## src/playback_cmd_map.svh

```systemverilog
// Purpose: offsets, codes, bit positions and reset values
// Assumes: byte addresses on a 32-bit classic Wishbone
// Notes:   definitions only
`ifndef PLAYBACK_CMD_MAP_SVH
`define PLAYBACK_CMD_MAP_SVH
// command identifiers
`define CMD_SEL_STREAMS  16'h0213
`define CMD_VIDEO_FORMAT 16'h0305
`define CMD_WINDOW       16'h0606
`define CMD_STEP         16'h000b
`define CMD_SLOW         16'h0109
`define CMD_EVENT_ENABLE 16'h0104
// format codes
`define FMT_NO_REPEAT    16'h0000
`define FMT_PAL          16'h0003
`define FMT_NTSC         16'h0004
// event bit positions
`define EVT_RDY_S_BIT    10
`define EVT_END_P_BIT    13
// register byte offsets
`define REG_CMD          8'h00
`define REG_EVT_STATUS   8'h04
`define REG_EVT_MASK     8'h08
`define REG_VCONFIG      8'h0c
`define REG_STREAMS      8'h10
`define REG_FORMAT       8'h14
`define REG_HCOEFF       8'h18
`define REG_INTERLACE    8'h1c
// valid stream id ranges
`define VID_ID_LO        16'h00e0
`define VID_ID_HI        16'h00ef
`define AUD_ID_LO        16'h00c0
`define AUD_ID_HI        16'h00df
// reset values and argument limit
`define RST_VIDEO_ID     16'h00e0
`define RST_AUDIO_ID     16'h00c0
`define RST_VCONFIG      16'h0000
`define RST_MASK         16'h0000
`define RST_SLOW_N       4'h1
`define MAX_ARGS         6
`endif

```

## src/playback_cmd_pkg.sv

```systemverilog
// Purpose: shared types of the command handler
// Assumes: nothing
// Notes:   constants live in playback_cmd_map.svh
`default_nettype none
package playback_cmd_pkg;
  typedef logic [15:0] word_t;
  typedef logic [5:0][15:0] args_t;
  typedef enum logic [1:0] {MODE_IDLE, MODE_STEP, MODE_PAUSED, MODE_SLOW} play_mode_e;
endpackage
`default_nettype wire

```

## src/cmd_if.sv

```systemverilog
// Purpose: carries one complete command between modules
// Assumes: valid/ready handshake on clk_i
// Notes:   watch modport only observes
`default_nettype none
interface cmd_if;
  logic                    valid;
  logic                    ready;
  playback_cmd_pkg::word_t id;
  playback_cmd_pkg::args_t arg;
  modport source(output valid, output id, output arg, input ready);
  modport sink(input valid, input id, input arg, output ready);
  modport watch(input valid, input ready, input id, input arg);
endinterface
`default_nettype wire

```

## src/cmd_collector.sv

```systemverilog
// Purpose: gathers a command word and its arguments
// Assumes: words pushed one at a time
// Notes:   arguments past six are counted, not stored
`default_nettype none
`include "playback_cmd_map.svh"
module cmd_collector (
  input  wire logic        clk_i,
  input  wire logic        rst_i,
  input  wire logic        push_i,
  input  wire logic [15:0] word_i,
  output logic             accept_o,
  cmd_if.source            cmd
);
  logic       have_id;
  logic       full;
  logic [3:0] need;
  logic [3:0] idx;
  wire        take = push_i & ~full;
  wire [3:0]  word_need = word_i[11:8];
  wire        last_arg = (idx == need - 4'h1);

  assign accept_o  = ~full;
  assign cmd.valid = full;

  always_ff @(posedge clk_i) begin
    if (rst_i) begin
      have_id <= 1'b0;
      full    <= 1'b0;
      need    <= 4'h0;
      idx     <= 4'h0;
      cmd.id  <= 16'h0000;
      cmd.arg <= '0;
    end else if (cmd.valid & cmd.ready) begin
      full <= 1'b0;
    end else if (take & ~have_id) begin
      cmd.id  <= word_i;
      need    <= word_need;
      idx     <= 4'h0;
      have_id <= (word_need != 4'h0);
      full    <= (word_need == 4'h0);
    end else if (take) begin
      if (idx < 4'(`MAX_ARGS)) cmd.arg[idx[2:0]] <= word_i;
      idx     <= idx + 4'h1;
      have_id <= ~last_arg;
      full    <= last_arg;
    end
  end
endmodule
`default_nettype wire

```

## src/window_shadow.sv

```systemverilog
// Purpose: pending and active display window
// Assumes: vblank_rise_i is a one-cycle pulse
// Notes:   horizontal in 601 pixels, vertical in SIF lines
`default_nettype none
`include "playback_cmd_map.svh"
module window_shadow #(
  parameter logic [15:0] SCREEN_W = 16'd720,
  parameter logic [15:0] SCREEN_H = 16'd240
) (
  input  wire logic        clk_i,
  input  wire logic        rst_i,
  cmd_if.watch             cmd,
  input  wire logic        vblank_rise_i,
  input  wire logic [15:0] coded_w_i,
  input  wire logic [15:0] coded_h_i,
  output logic      [15:0] left_o,
  output logic      [15:0] top_o,
  output logic      [15:0] x_shift_o,
  output logic      [15:0] y_shift_o,
  output logic      [15:0] width_o,
  output logic      [15:0] height_o,
  output logic             pending_o
);
  playback_cmd_pkg::args_t pend;

  function automatic logic [15:0] centre(input logic [15:0] scr, input logic [15:0] sz);
    centre = (sz >= scr) ? 16'h0000 : 16'((scr - sz) >> 1);
  endfunction

  function automatic logic [15:0] pick(input logic [15:0] v, input logic [15:0] dflt);
    pick = (v == 16'h0000) ? dflt : v;
  endfunction

  wire        load   = cmd.valid & cmd.ready & (cmd.id == `CMD_WINDOW);
  wire [15:0] eff_w  = pick(pend[4], coded_w_i);
  wire [15:0] eff_h  = pick(pend[5], coded_h_i);
  wire [15:0] eff_l  = pick(pend[0], centre(SCREEN_W, eff_w));
  wire [15:0] eff_t  = pick(pend[1], centre(SCREEN_H, eff_h));
  wire        apply  = pending_o & vblank_rise_i;

  always_ff @(posedge clk_i) begin
    if (rst_i) begin
      pend      <= '0;
      pending_o <= 1'b0;
    end else if (load) begin
      pend      <= cmd.arg;
      pending_o <= 1'b1;
    end else if (apply) begin
      pending_o <= 1'b0;
    end
  end

  always_ff @(posedge clk_i) begin
    if (rst_i) begin
      left_o    <= 16'h0000;
      top_o     <= 16'h0000;
      x_shift_o <= 16'h0000;
      y_shift_o <= 16'h0000;
      width_o   <= 16'h0000;
      height_o  <= 16'h0000;
    end else if (apply) begin
      left_o    <= eff_l;
      top_o     <= eff_t;
      x_shift_o <= pend[2];
      y_shift_o <= pend[3];
      width_o   <= eff_w;
      height_o  <= eff_h;
    end
  end
endmodule
`default_nettype wire

```

## src/playback_display_command_handler.sv

```systemverilog
// Purpose: executes stream, format, window and play commands
// Assumes: single clock, synchronous reset, classic Wishbone
// Notes:   vblank_i is a pin and is synchronised
// Contract
// - stream command picks video and audio ids
// - selection gates output in every play mode
// - invalid id suppresses that stream's output
// - format code: 0 none, 3 PAL, 4 NTSC
// - horizontal coefficient zero disables interpolation
// - interlace selector zero gives progressive output
// - vertical interpolation from configuration register
// - window command takes six ordered arguments
// - zero margin centres the window
// - source shift pixel at window top-left
// - zero size uses coded picture size
// - window changes only after vertical blanking
// - horizontal in 601 pixels, vertical SIF lines
// - step decodes one picture, pauses, audio off
// - slow motion repeats each picture N frames
// - slow motion stops input when buffer full
// - below threshold re-enables input, data request
// - completion event bit 13, request bit 10
// - enabled events recorded, interrupt pin set
//
// The placing of the registers and register access over Wishbone were chosen for this implementation.
`default_nettype none
`include "playback_cmd_map.svh"
module playback_display_command_handler #(
  parameter logic [15:0] SCREEN_W = 16'd720,
  parameter logic [15:0] SCREEN_H = 16'd240
) (
  input  wire logic        clk_i,
  input  wire logic        rst_i,
  input  wire logic        wb_cyc_i,
  input  wire logic        wb_stb_i,
  input  wire logic        wb_we_i,
  input  wire logic [7:0]  wb_adr_i,
  input  wire logic [3:0]  wb_sel_i,
  input  wire logic [31:0] wb_dat_i,
  output logic      [31:0] wb_dat_o,
  output logic             wb_ack_o,
  input  wire logic        vblank_i,
  input  wire logic        frame_tick_i,
  input  wire logic        picture_done_i,
  input  wire logic        buffer_full_i,
  input  wire logic        below_threshold_i,
  input  wire logic [15:0] coded_w_i,
  input  wire logic [15:0] coded_h_i,
  output logic      [15:0] video_stream_select_o,
  output logic      [15:0] audio_stream_select_o,
  output logic             video_out_en_o,
  output logic             audio_out_en_o,
  output logic      [15:0] format_code_o,
  output logic             field_repeat_en_o,
  output logic             pal_o,
  output logic             ntsc_o,
  output logic      [15:0] horiz_interp_coeff_o,
  output logic             horiz_interp_en_o,
  output logic             interlaced_o,
  output logic      [15:0] vert_interp_o,
  output logic      [15:0] left_margin_o,
  output logic      [15:0] top_margin_o,
  output logic      [15:0] source_x_shift_o,
  output logic      [15:0] source_y_shift_o,
  output logic      [15:0] window_width_o,
  output logic      [15:0] window_height_o,
  output logic             decode_next_o,
  output logic             bitstream_input_en_o,
  output logic             int_o
);
  cmd_if cmd ();

  playback_cmd_pkg::play_mode_e mode;
  playback_cmd_pkg::play_mode_e next_mode;

  logic [15:0] event_enable_mask;
  logic [15:0] event_status;
  logic [15:0] vconfig;
  logic [15:0] fmt;
  logic [15:0] hcoeff;
  logic [15:0] interlace_sel;
  logic [3:0]  slow_n;
  logic [3:0]  rep_cnt;
  logic        slow_in_en;
  logic        ack;
  logic        vb_meta;
  logic        vb_sync;
  logic        vb_last;
  logic        accept;
  logic        win_pending;

  function automatic logic in_range(input logic [15:0] v, input logic [15:0] lo,
                                    input logic [15:0] hi);
    in_range = (v >= lo) && (v <= hi);
  endfunction

  function automatic logic [15:0] merge16(input logic [15:0] old, input logic [15:0] nw,
                                          input logic [1:0] sel);
    merge16 = {sel[1] ? nw[15:8] : old[15:8], sel[0] ? nw[7:0] : old[7:0]};
  endfunction

  // bus decode
  wire        req      = wb_cyc_i & wb_stb_i;
  wire        at_cmd   = (wb_adr_i == `REG_CMD);
  wire        stall    = at_cmd & wb_we_i & ~accept;
  wire        fire     = req & ~ack & ~stall;
  wire        wr       = fire & wb_we_i;
  wire        rd       = fire & ~wb_we_i;
  wire        wr_cmd   = wr & at_cmd;
  wire        wr_clr   = wr & (wb_adr_i == `REG_EVT_STATUS);
  wire        wr_mask  = wr & (wb_adr_i == `REG_EVT_MASK);
  wire        wr_vcfg  = wr & (wb_adr_i == `REG_VCONFIG);
  wire [15:0] clr_bits = merge16(16'h0000, wb_dat_i[15:0], wb_sel_i[1:0]);

  // command execution
  wire        take     = cmd.valid & cmd.ready;
  wire        is_strm  = take & (cmd.id == `CMD_SEL_STREAMS);
  wire        is_fmt   = take & (cmd.id == `CMD_VIDEO_FORMAT);
  wire        is_mask  = take & (cmd.id == `CMD_EVENT_ENABLE);
  wire        is_step  = take & (cmd.id == `CMD_STEP);
  wire        is_slow  = take & (cmd.id == `CMD_SLOW);
  wire        in_step  = (mode == playback_cmd_pkg::MODE_STEP);
  wire        in_slow  = (mode == playback_cmd_pkg::MODE_SLOW);
  wire [3:0]  arg_n    = cmd.arg[0][3:0];
  wire [3:0]  n_eff    = (slow_n == 4'h0) ? 4'h1 : slow_n;
  wire        rep_done = (rep_cnt >= n_eff - 4'h1);
  wire        slow_adv = in_slow & frame_tick_i & rep_done;

  // events
  wire        step_end = in_step & picture_done_i;
  wire        slow_ful = in_slow & slow_in_en & buffer_full_i;
  wire        slow_rdy = in_slow & ~slow_in_en & below_threshold_i;
  wire [15:0] evt_raw  = (16'((step_end | slow_ful)) << `EVT_END_P_BIT) |
                         (16'(slow_rdy) << `EVT_RDY_S_BIT);
  wire [15:0] evt_on   = evt_raw & event_enable_mask;
  wire [15:0] next_evt = (event_status & ~(wr_clr ? clr_bits : 16'h0000)) | evt_on;

  // vertical blank edge
  wire        vb_rise  = vb_sync & ~vb_last;

  // queued behind a step still in progress
  assign cmd.ready = ~in_step;

  cmd_collector u_collect (
    .clk_i    (clk_i),
    .rst_i    (rst_i),
    .push_i   (wr_cmd),
    .word_i   (merge16(16'h0000, wb_dat_i[15:0], wb_sel_i[1:0])),
    .accept_o (accept),
    .cmd      (cmd)
  );

  window_shadow #(
    .SCREEN_W (SCREEN_W),
    .SCREEN_H (SCREEN_H)
  ) u_window (
    .clk_i         (clk_i),
    .rst_i         (rst_i),
    .cmd           (cmd),
    .vblank_rise_i (vb_rise),
    .coded_w_i     (coded_w_i),
    .coded_h_i     (coded_h_i),
    .left_o        (left_margin_o),
    .top_o         (top_margin_o),
    .x_shift_o     (source_x_shift_o),
    .y_shift_o     (source_y_shift_o),
    .width_o       (window_width_o),
    .height_o      (window_height_o),
    .pending_o     (win_pending)
  );

  // mode sequencing
  always_comb begin
    next_mode = mode;
    case (mode)
      playback_cmd_pkg::MODE_STEP: begin
        if (picture_done_i) next_mode = playback_cmd_pkg::MODE_PAUSED;
      end
      default: begin
        if (is_step) next_mode = playback_cmd_pkg::MODE_STEP;
        else if (is_slow) next_mode = playback_cmd_pkg::MODE_SLOW;
      end
    endcase
  end

  always_ff @(posedge clk_i) begin
    if (rst_i) mode <= playback_cmd_pkg::MODE_IDLE;
    else mode <= next_mode;
  end

  // vblank pin synchroniser
  always_ff @(posedge clk_i) begin
    if (rst_i) begin
      vb_meta <= 1'b0;
      vb_sync <= 1'b0;
      vb_last <= 1'b0;
    end else begin
      vb_meta <= vblank_i;
      vb_sync <= vb_meta;
      vb_last <= vb_sync;
    end
  end

  // set-type settings
  always_ff @(posedge clk_i) begin
    if (rst_i) begin
      video_stream_select_o <= `RST_VIDEO_ID;
      audio_stream_select_o <= `RST_AUDIO_ID;
    end else if (is_strm) begin
      video_stream_select_o <= cmd.arg[0];
      audio_stream_select_o <= cmd.arg[1];
    end
  end

  always_ff @(posedge clk_i) begin
    if (rst_i) begin
      fmt           <= `FMT_NO_REPEAT;
      hcoeff        <= 16'h0000;
      interlace_sel <= 16'h0000;
    end else if (is_fmt) begin
      fmt           <= cmd.arg[0];
      hcoeff        <= cmd.arg[1];
      interlace_sel <= cmd.arg[2];
    end
  end

  always_ff @(posedge clk_i) begin
    if (rst_i) event_enable_mask <= `RST_MASK;
    else if (is_mask) event_enable_mask <= cmd.arg[0];
    else if (wr_mask) event_enable_mask <= merge16(event_enable_mask, wb_dat_i[15:0],
                                                   wb_sel_i[1:0]);
  end

  always_ff @(posedge clk_i) begin
    if (rst_i) vconfig <= `RST_VCONFIG;
    else if (wr_vcfg) vconfig <= merge16(vconfig, wb_dat_i[15:0], wb_sel_i[1:0]);
  end

  // slow motion repeat and input gating
  always_ff @(posedge clk_i) begin
    if (rst_i) slow_n <= `RST_SLOW_N;
    else if (is_slow) slow_n <= arg_n;
  end

  always_ff @(posedge clk_i) begin
    if (rst_i) rep_cnt <= 4'h0;
    else if (is_slow | slow_adv) rep_cnt <= 4'h0;
    else if (in_slow & frame_tick_i) rep_cnt <= rep_cnt + 4'h1;
  end

  always_ff @(posedge clk_i) begin
    if (rst_i) slow_in_en <= 1'b1;
    else if (is_slow | slow_rdy) slow_in_en <= 1'b1;
    else if (slow_ful) slow_in_en <= 1'b0;
  end

  always_ff @(posedge clk_i) begin
    if (rst_i) decode_next_o <= 1'b0;
    else decode_next_o <= is_step | is_slow | slow_adv;
  end

  // event status, set beats clear
  always_ff @(posedge clk_i) begin
    if (rst_i) begin
      event_status <= 16'h0000;
      int_o        <= 1'b0;
    end else begin
      event_status <= next_evt;
      int_o        <= |next_evt;
    end
  end

  // bus answer
  always_ff @(posedge clk_i) begin
    if (rst_i) ack <= 1'b0;
    else ack <= fire;
  end

  always_ff @(posedge clk_i) begin
    if (rst_i) begin
      wb_dat_o <= 32'h00000000;
    end else if (rd) begin
      case (wb_adr_i)
        `REG_CMD:        wb_dat_o <= {28'h0000000, win_pending, ~accept, mode};
        `REG_EVT_STATUS: wb_dat_o <= {16'h0000, event_status};
        `REG_EVT_MASK:   wb_dat_o <= {16'h0000, event_enable_mask};
        `REG_VCONFIG:    wb_dat_o <= {16'h0000, vconfig};
        `REG_STREAMS:    wb_dat_o <= {audio_stream_select_o, video_stream_select_o};
        `REG_FORMAT:     wb_dat_o <= {16'h0000, fmt};
        `REG_HCOEFF:     wb_dat_o <= {16'h0000, hcoeff};
        `REG_INTERLACE:  wb_dat_o <= {16'h0000, interlace_sel};
        default:         wb_dat_o <= 32'h00000000;
      endcase
    end
  end

  assign wb_ack_o = ack;

  // output gating from stream selection
  wire vid_ok = in_range(video_stream_select_o, `VID_ID_LO, `VID_ID_HI);
  wire aud_ok = in_range(audio_stream_select_o, `AUD_ID_LO, `AUD_ID_HI);

  always_ff @(posedge clk_i) begin
    if (rst_i) begin
      video_out_en_o       <= 1'b0;
      audio_out_en_o       <= 1'b0;
      bitstream_input_en_o <= 1'b1;
    end else begin
      video_out_en_o       <= vid_ok;
      audio_out_en_o       <= aud_ok & ~in_step & ~in_slow &
                              (mode != playback_cmd_pkg::MODE_PAUSED);
      bitstream_input_en_o <= ~in_slow | slow_in_en;
    end
  end

  // format decode
  always_ff @(posedge clk_i) begin
    if (rst_i) begin
      format_code_o        <= `FMT_NO_REPEAT;
      field_repeat_en_o    <= 1'b0;
      pal_o                <= 1'b0;
      ntsc_o               <= 1'b0;
      horiz_interp_coeff_o <= 16'h0000;
      horiz_interp_en_o    <= 1'b0;
      interlaced_o         <= 1'b0;
      vert_interp_o        <= `RST_VCONFIG;
    end else begin
      format_code_o        <= fmt;
      field_repeat_en_o    <= (fmt != `FMT_NO_REPEAT);
      pal_o                <= (fmt == `FMT_PAL);
      ntsc_o               <= (fmt == `FMT_NTSC);
      horiz_interp_coeff_o <= hcoeff;
      horiz_interp_en_o    <= (hcoeff != 16'h0000);
      interlaced_o         <= (interlace_sel != 16'h0000);
      vert_interp_o        <= vconfig;
    end
  end
endmodule
`default_nettype wire

```

## config.mk

```make
export PLATFORM = sky130hd
export DESIGN_NAME = playback_display_command_handler
export DESIGN_NICKNAME = d
export VERILOG_FILES = /design/src/playback_cmd_pkg.sv /design/src/cmd_if.sv /design/src/cmd_collector.sv /design/src/window_shadow.sv /design/src/playback_display_command_handler.sv
export VERILOG_INCLUDE_DIRS = /design/src
export SDC_FILE = /design/constraint.sdc
export NUM_CORES = 1
export LEC_CHECK = 0
export BUFFER_PORTS_ARGS = -buffer_cell sky130_fd_sc_hd__buf_2
export CAP_MARGIN = 0
export CORE_UTILIZATION = 53
export CTS_CLUSTER_DIAMETER = 150
export DETAILED_ROUTE_END_ITERATION = 8
export PLACE_DENSITY = 0.77
export RECOVER_POWER = 50
export SYNTH_ARGS = -nofsm -noshare
export SYNTH_HDL_FRONTEND = slang
export SYNTH_SLANG_ARGS = --single-unit
```

## constraint.sdc

```tcl
create_clock -name clk_i -period 5.5 [get_ports clk_i]
set_clock_uncertainty 0.15 [all_clocks]
set_input_delay 1.1 -clock clk_i [delete_from_list [all_inputs] [get_ports clk_i]]
set_output_delay 1.1 -clock clk_i [all_outputs]
set_load 0.05 [all_outputs]
```

Yosys cells after proc, flatten, opt, wreduce, memory -nomap -nowiden. Index checks and enable logic that the tools add are counted. Widths: inputs -> output; s select.

Add/sub/neg operators: 6. $lt $le $gt $ge: 10. Eq/ne operators: 20. Multiplexer cells: 30. Bitwise gates (word level): 55. Reductions and logical operators: 32.

Operators by type and width (count): $pmux 32 s8 (1); $mux 16 (8); $bwmux 96 (1); $logic_not 16->1 (4); $demux 16 s3 (1); $ge 16x8->1 const B (3); $reduce_bool 16->1 (3); $and 1x1->1 (32); $eq 16x10->1 const B (2); $eq 16x9->1 const B (2); $eq 8x5->1 const B (4); $le 16x8->1 const B (2); $mux 8 (4); $mux 15 (2); $and 14x16->16 (1); $and 16x16->16 (1); $eq 16x11->1 const B (1); $eq 16x2->1 const B (1); $eq 16x3->1 const B (1); $eq 16x4->1 const B (1); $eq 8x4->1 const B (2); $ge 16x10->1 const B (1); $not 16->16 (1); $or 16x16->16 (1); other kinds (29) (73).

Bits in registers: 548. Bits of input ports: 86. Output and inout bits: 219. Word-level logic and storage cells: 209.

Depth between registers and ports, before layout.
Word-level depth: 12. Gate-level depth with buffers: 11. Mapped depth without buffers: 10.

Cells and area by module. A second synthesis with hierarchy kept.

Cell total of the unflattened synthesis: 2447. Area, all modules: 21388.0 µm².

By module, submodules not included: playback_display_command_handler (times used 1, cells an instance 1028, area an instance 9252.6 µm²); window_shadow (times used 1, cells an instance 975, area an instance 7672.4 µm²); cmd_collector (times used 1, cells an instance 444, area an instance 4463.0 µm²).

Least setup slack after synthesis. OpenSTA, ideal clock, no wires.

Kind: input port to flip-flop. Start: input wb_adr_i[1]. End: register u_collect.cmd.id[10]. Setup time: 0.128 ns. Arrival time: 3.045 ns. Data required time: 5.222 ns. Slack: 2.178 ns. Stages on the path: 8. Path buffers: 2. Path through: nor3_1 > nand3_1 > or2_2 > buf_2 > nor2_1 > buf_4 > mux2i_1 > nor2_1.

Longest elaborated chain between the ends: 10.

Ends and longest elaborated chain: start, declared (line playback_display_command_handler.sv:37) `input wire logic [7:0] wb_adr_i,`; $logic_not 8->1 *; $and 1x1->1 (2 in series) (line playback_display_command_handler.sv:105) `wire stall = at_cmd & wb_we_i & ~accept;`; $not 1->1 (line playback_display_command_handler.sv:106) `wire fire = req & ~ack & ~stall;`; $and 1x1->1 (line playback_display_command_handler.sv:106); $and 1x1->1 (line playback_display_command_handler.sv:107) `wire wr = fire & wb_we_i;`; $and 1x1->1 * (line playback_display_command_handler.sv:109) `wire wr_cmd = wr & at_cmd;`; $and 1x1->1 * (line cmd_collector.sv:18) `wire take = push_i & ~full;`; $and 1x1->1 * (line cmd_collector.sv:35) `end else if (take & ~have_id) begin`; $reduce_and 2->1 (no line) *; end signal, assigned (line cmd_collector.sv:36) `cmd.id <= word_i;`; end, declared (line cmd_if.sv:10) `modport source(output valid, output id, output arg, input ready);`.

Mark *: on every way between the ends. The rest lies on a longest branch, timed or not. A chain may end at the register's enable or synchronous reset.

==> results_dict.tcl <==
set metrics [dict create \
    antenna_found_initial 5 \
    seqCellArea_um2 10900 \
    clk_latency_ns 0.61 \
    drc_errors 0 \
    synth_compound_area_frac 0.151 \
    io_buffers 286 \
    cts_root_buf "clkbuf_16" \
    biggestRegsByFlops "u_collect.cmd.arg (96), u_window.pend (96), wb_dat_o (32)" \
    clock-sinks 544 \
    cts_hold_buf 0 \
    postSynthAreaPerCell_um2 8.48 \
    leakage_uw 0.00879 \
    core_um2 38800 \
    nets 2775 \
    holdCritPathClass "flop to flop" \
    cap_violations 1 \
    place_area_um2 22600 \
    cts_buffers 55 \
    synth-edff-count 0 \
    final.setup.worst_slack_ns 1.18 \
    drive_gt1_frac 0.0812 \
    reg2reg_from "u_window.pend[74]" \
    synthMuxAreaShare 0.0538 \
    gp_congestion 0.972 \
    cp-end-kind "flop" \
    fin_area_um2 24300 \
    synth-seq-cells 544 \
    worst-path-buf-inv 2 \
    hold_viol 0 \
    vias_per_cell 5.81 \
    timing.final.crit_share 0.785 \
    slew_violations 132 \
    yosys.area_share.xor_xnor 0.00709 \
    relSlewSlack -0.936 \
    die_area_um2 40400 \
    seq_area_frac_synth 0.518 \
    fin_setup_tns_ns 0 \
    start_kind "input pin" \
    wl_per_cell_um 20.0 \
    first_global_vias 17600 \
    gr-total-overflow 0 \
    cts_max_level 2 \
    start_util 0.541 \
    ys.flop_type "dfxtp_1" \
    final_antenna_net_count 0 \
    synthArstFlopShare 0 \
    cts.repair.resized 0 \
    crit_type "input pin to flop" \
    yosysWarnings 0 \
    min_period_ns 4.32 \
    worst_ep_required_time_ns 5.83 \
    cp-startpoint "rst_i" \
    die_w_um 201 \
    netlist.area_leader.share 0.518 \
    place_ws_ns 1.32 \
    worst_slew_pin_slew_ns 2.90 \
    synth.largest_area_cell "dfxtp_1" \
    worst_ep_arrival_time_ns 4.65 \
    violations "capacitance limit, slew limit" \
    num_rows 72 \
    syn-cell-area_um2 21000 \
    cts.reportedPaths.clkPinSlew_ns 0.06 \
    syn_nets 2577 \
    grt_max_degree 161 \
    path_cells "clkbuf_2, clkbuf_1, nor2b_1, nor4b_1" \
    crit_fanout 134 \
    vias 18800 \
    grt_pass1_wl_mm 100 \
    irDropWorstVdd_mv 0.232 \
    yosysUniqueCellTypes 67 \
    synth_top_family_by_area "simple AND/OR/NAND/NOR gates" \
    synth-simple-area-share 0.226 \
    cts_buffer_depth 3 \
    setup_viol 0 \
    cts_setup_buffers 0 \
    min_from "u_collect.cmd.arg[71]" \
    synth_top_cells_by_area "dfxtp_1, nand2_1, a21oi_1" \
    cts_tree "yes" \
    cp_slowest_cell "clkbuf_2" \
    critPathMaxStageDelay_ns 2.01 \
    die_h_um 201 \
    top_level_ports 305 \
    power_uw 8080 \
    yosys.area_share.adder 0.00774 \
    rsz0062_at_grt "false" \
    cp_top_family "buffers and inverters" \
    clock.fmax_ghz 0.232 \
    powerDensity_nw_per_um2 333 \
    drt-total-wl_mm 65.0 \
    n_fill_cell 3452 \
    place_hpwl_mm 45.3 \
    outcome "finished with violations" \
    drt_iter0_markers 1844 \
    firstDrtPassIters 8 \
    multi_input_area_um2 9380 \
    fin_hold_ws_ns 0.303 \
    grt_usage 0.316 \
    syn_to_final_growth_pct 15.5 \
    synthesis.instances 2478 \
]
## through the flow
| step | std cells | utilization |
|---|---|---|
| floorplan | 2478 | - |
| global placement | 3137 | 0.583 |
| detailed placement | 3137 | 0.583 |
| finish | 3242 | 0.625 |
| global route | 3242 | 0.625 |
| CTS | 3239 | 0.632 |
## power by group
group / total [µW] / switching [µW] / internal, µW
clock network: 3920 / 1590 / 2340
registers: 3950 / 3.85 / 3940
logic: 217 / 164 / 52.9
total: 8080 / 1750 / 6330
## cell type report
class                   instances  area share
flip-flops and latches        544       0.449
multi-input cells            1752       0.387
clock buffers                  78      0.0652
repair buffers                311      0.0569
well taps                     518      0.0267
clock inverters                24      0.0134
inverters                      12     0.00186
diodes                          3    0.000309
## worst paths after layout
path	to	slack, ns	cells past startpoint
worst min-delay path	u_collect.cmd.arg[71]	0.30	2
worst min register to register	u_collect.cmd.arg[71]	0.30	2
worst max register to register	u_window.left_o[7]	1.83	10
worst max-delay path	ntsc_o	1.18	4
## worst reg2reg max path: stages, from the launching register on
cell      delay (ns)
dfxtp_1         0.34
nor4_1          0.46
nand2_1         0.14
nor2_1          0.66
a21oi_1         0.21
ha_1            0.27
o311ai_0        0.19
a21oi_1         0.24
or3_1           0.36
a311oi_1        0.32
nor3_1          0.08
## layout by cell type (no fill, tap or decap), types with 10 or more instances in the layout
master / n
ha_1: 13
and2_1: 23
buf_2: 69
nand4_1: 10
buf_4: 20
o21ai_0: 34
clkinv_2: 10
nor2_1: 322
a22oi_1: 55
clkbuf_8: 12
dfxtp_1: 544
nor4_1: 30
a211oi_2: 16
a211oi_1: 41
a222oi_1: 11
clkbuf_1: 228
inv_1: 12
nor2b_1: 57
mux2i_1: 113
xnor2_1: 10
clkbuf_16: 55
nand2_1: 519
nor3_1: 50
nand3_1: 26
a21oi_1: 292
## kinds of logic after synthesis
logic type,Yosys count
AND/OR/NAND/NOR,1098
flip-flops,544
AO/OA/AOI/OAI,511
buffers and inverters,182
multiplexers,113
XOR/XNOR,17
adder cells (fa/ha/maj),13
## cell usage after synthesis (16+ instances only)
cell type / count
clkbuf_1: 137
a211oi_1: 41
dfxtp_1: 544
a22oi_1: 55
nand3_1: 27
nor2b_1: 57
buf_2: 24
nor4_1: 31
nor3_1: 50
a21oi_1: 292
a211oi_2: 16
nor2_1: 322
mux2i_1: 113
and2_1: 23
nand2_1: 519
o21ai_0: 34
## metal layers
layer / vias up / wire length [µm] / track usage / part of all wire
met5: - / 0 / 0 / 0
met4: 0 / 2440 / 0.132 / 0.038
met3: 159 / 6160 / 0.0649 / 0.095
met2: 903 / 29100 / 0.495 / 0.45
met1: 8912 / 27300 / 0.422 / 0.42
li1: 8862 / - / - / -
No activity file was read; power rests on OpenSTA's default activity.
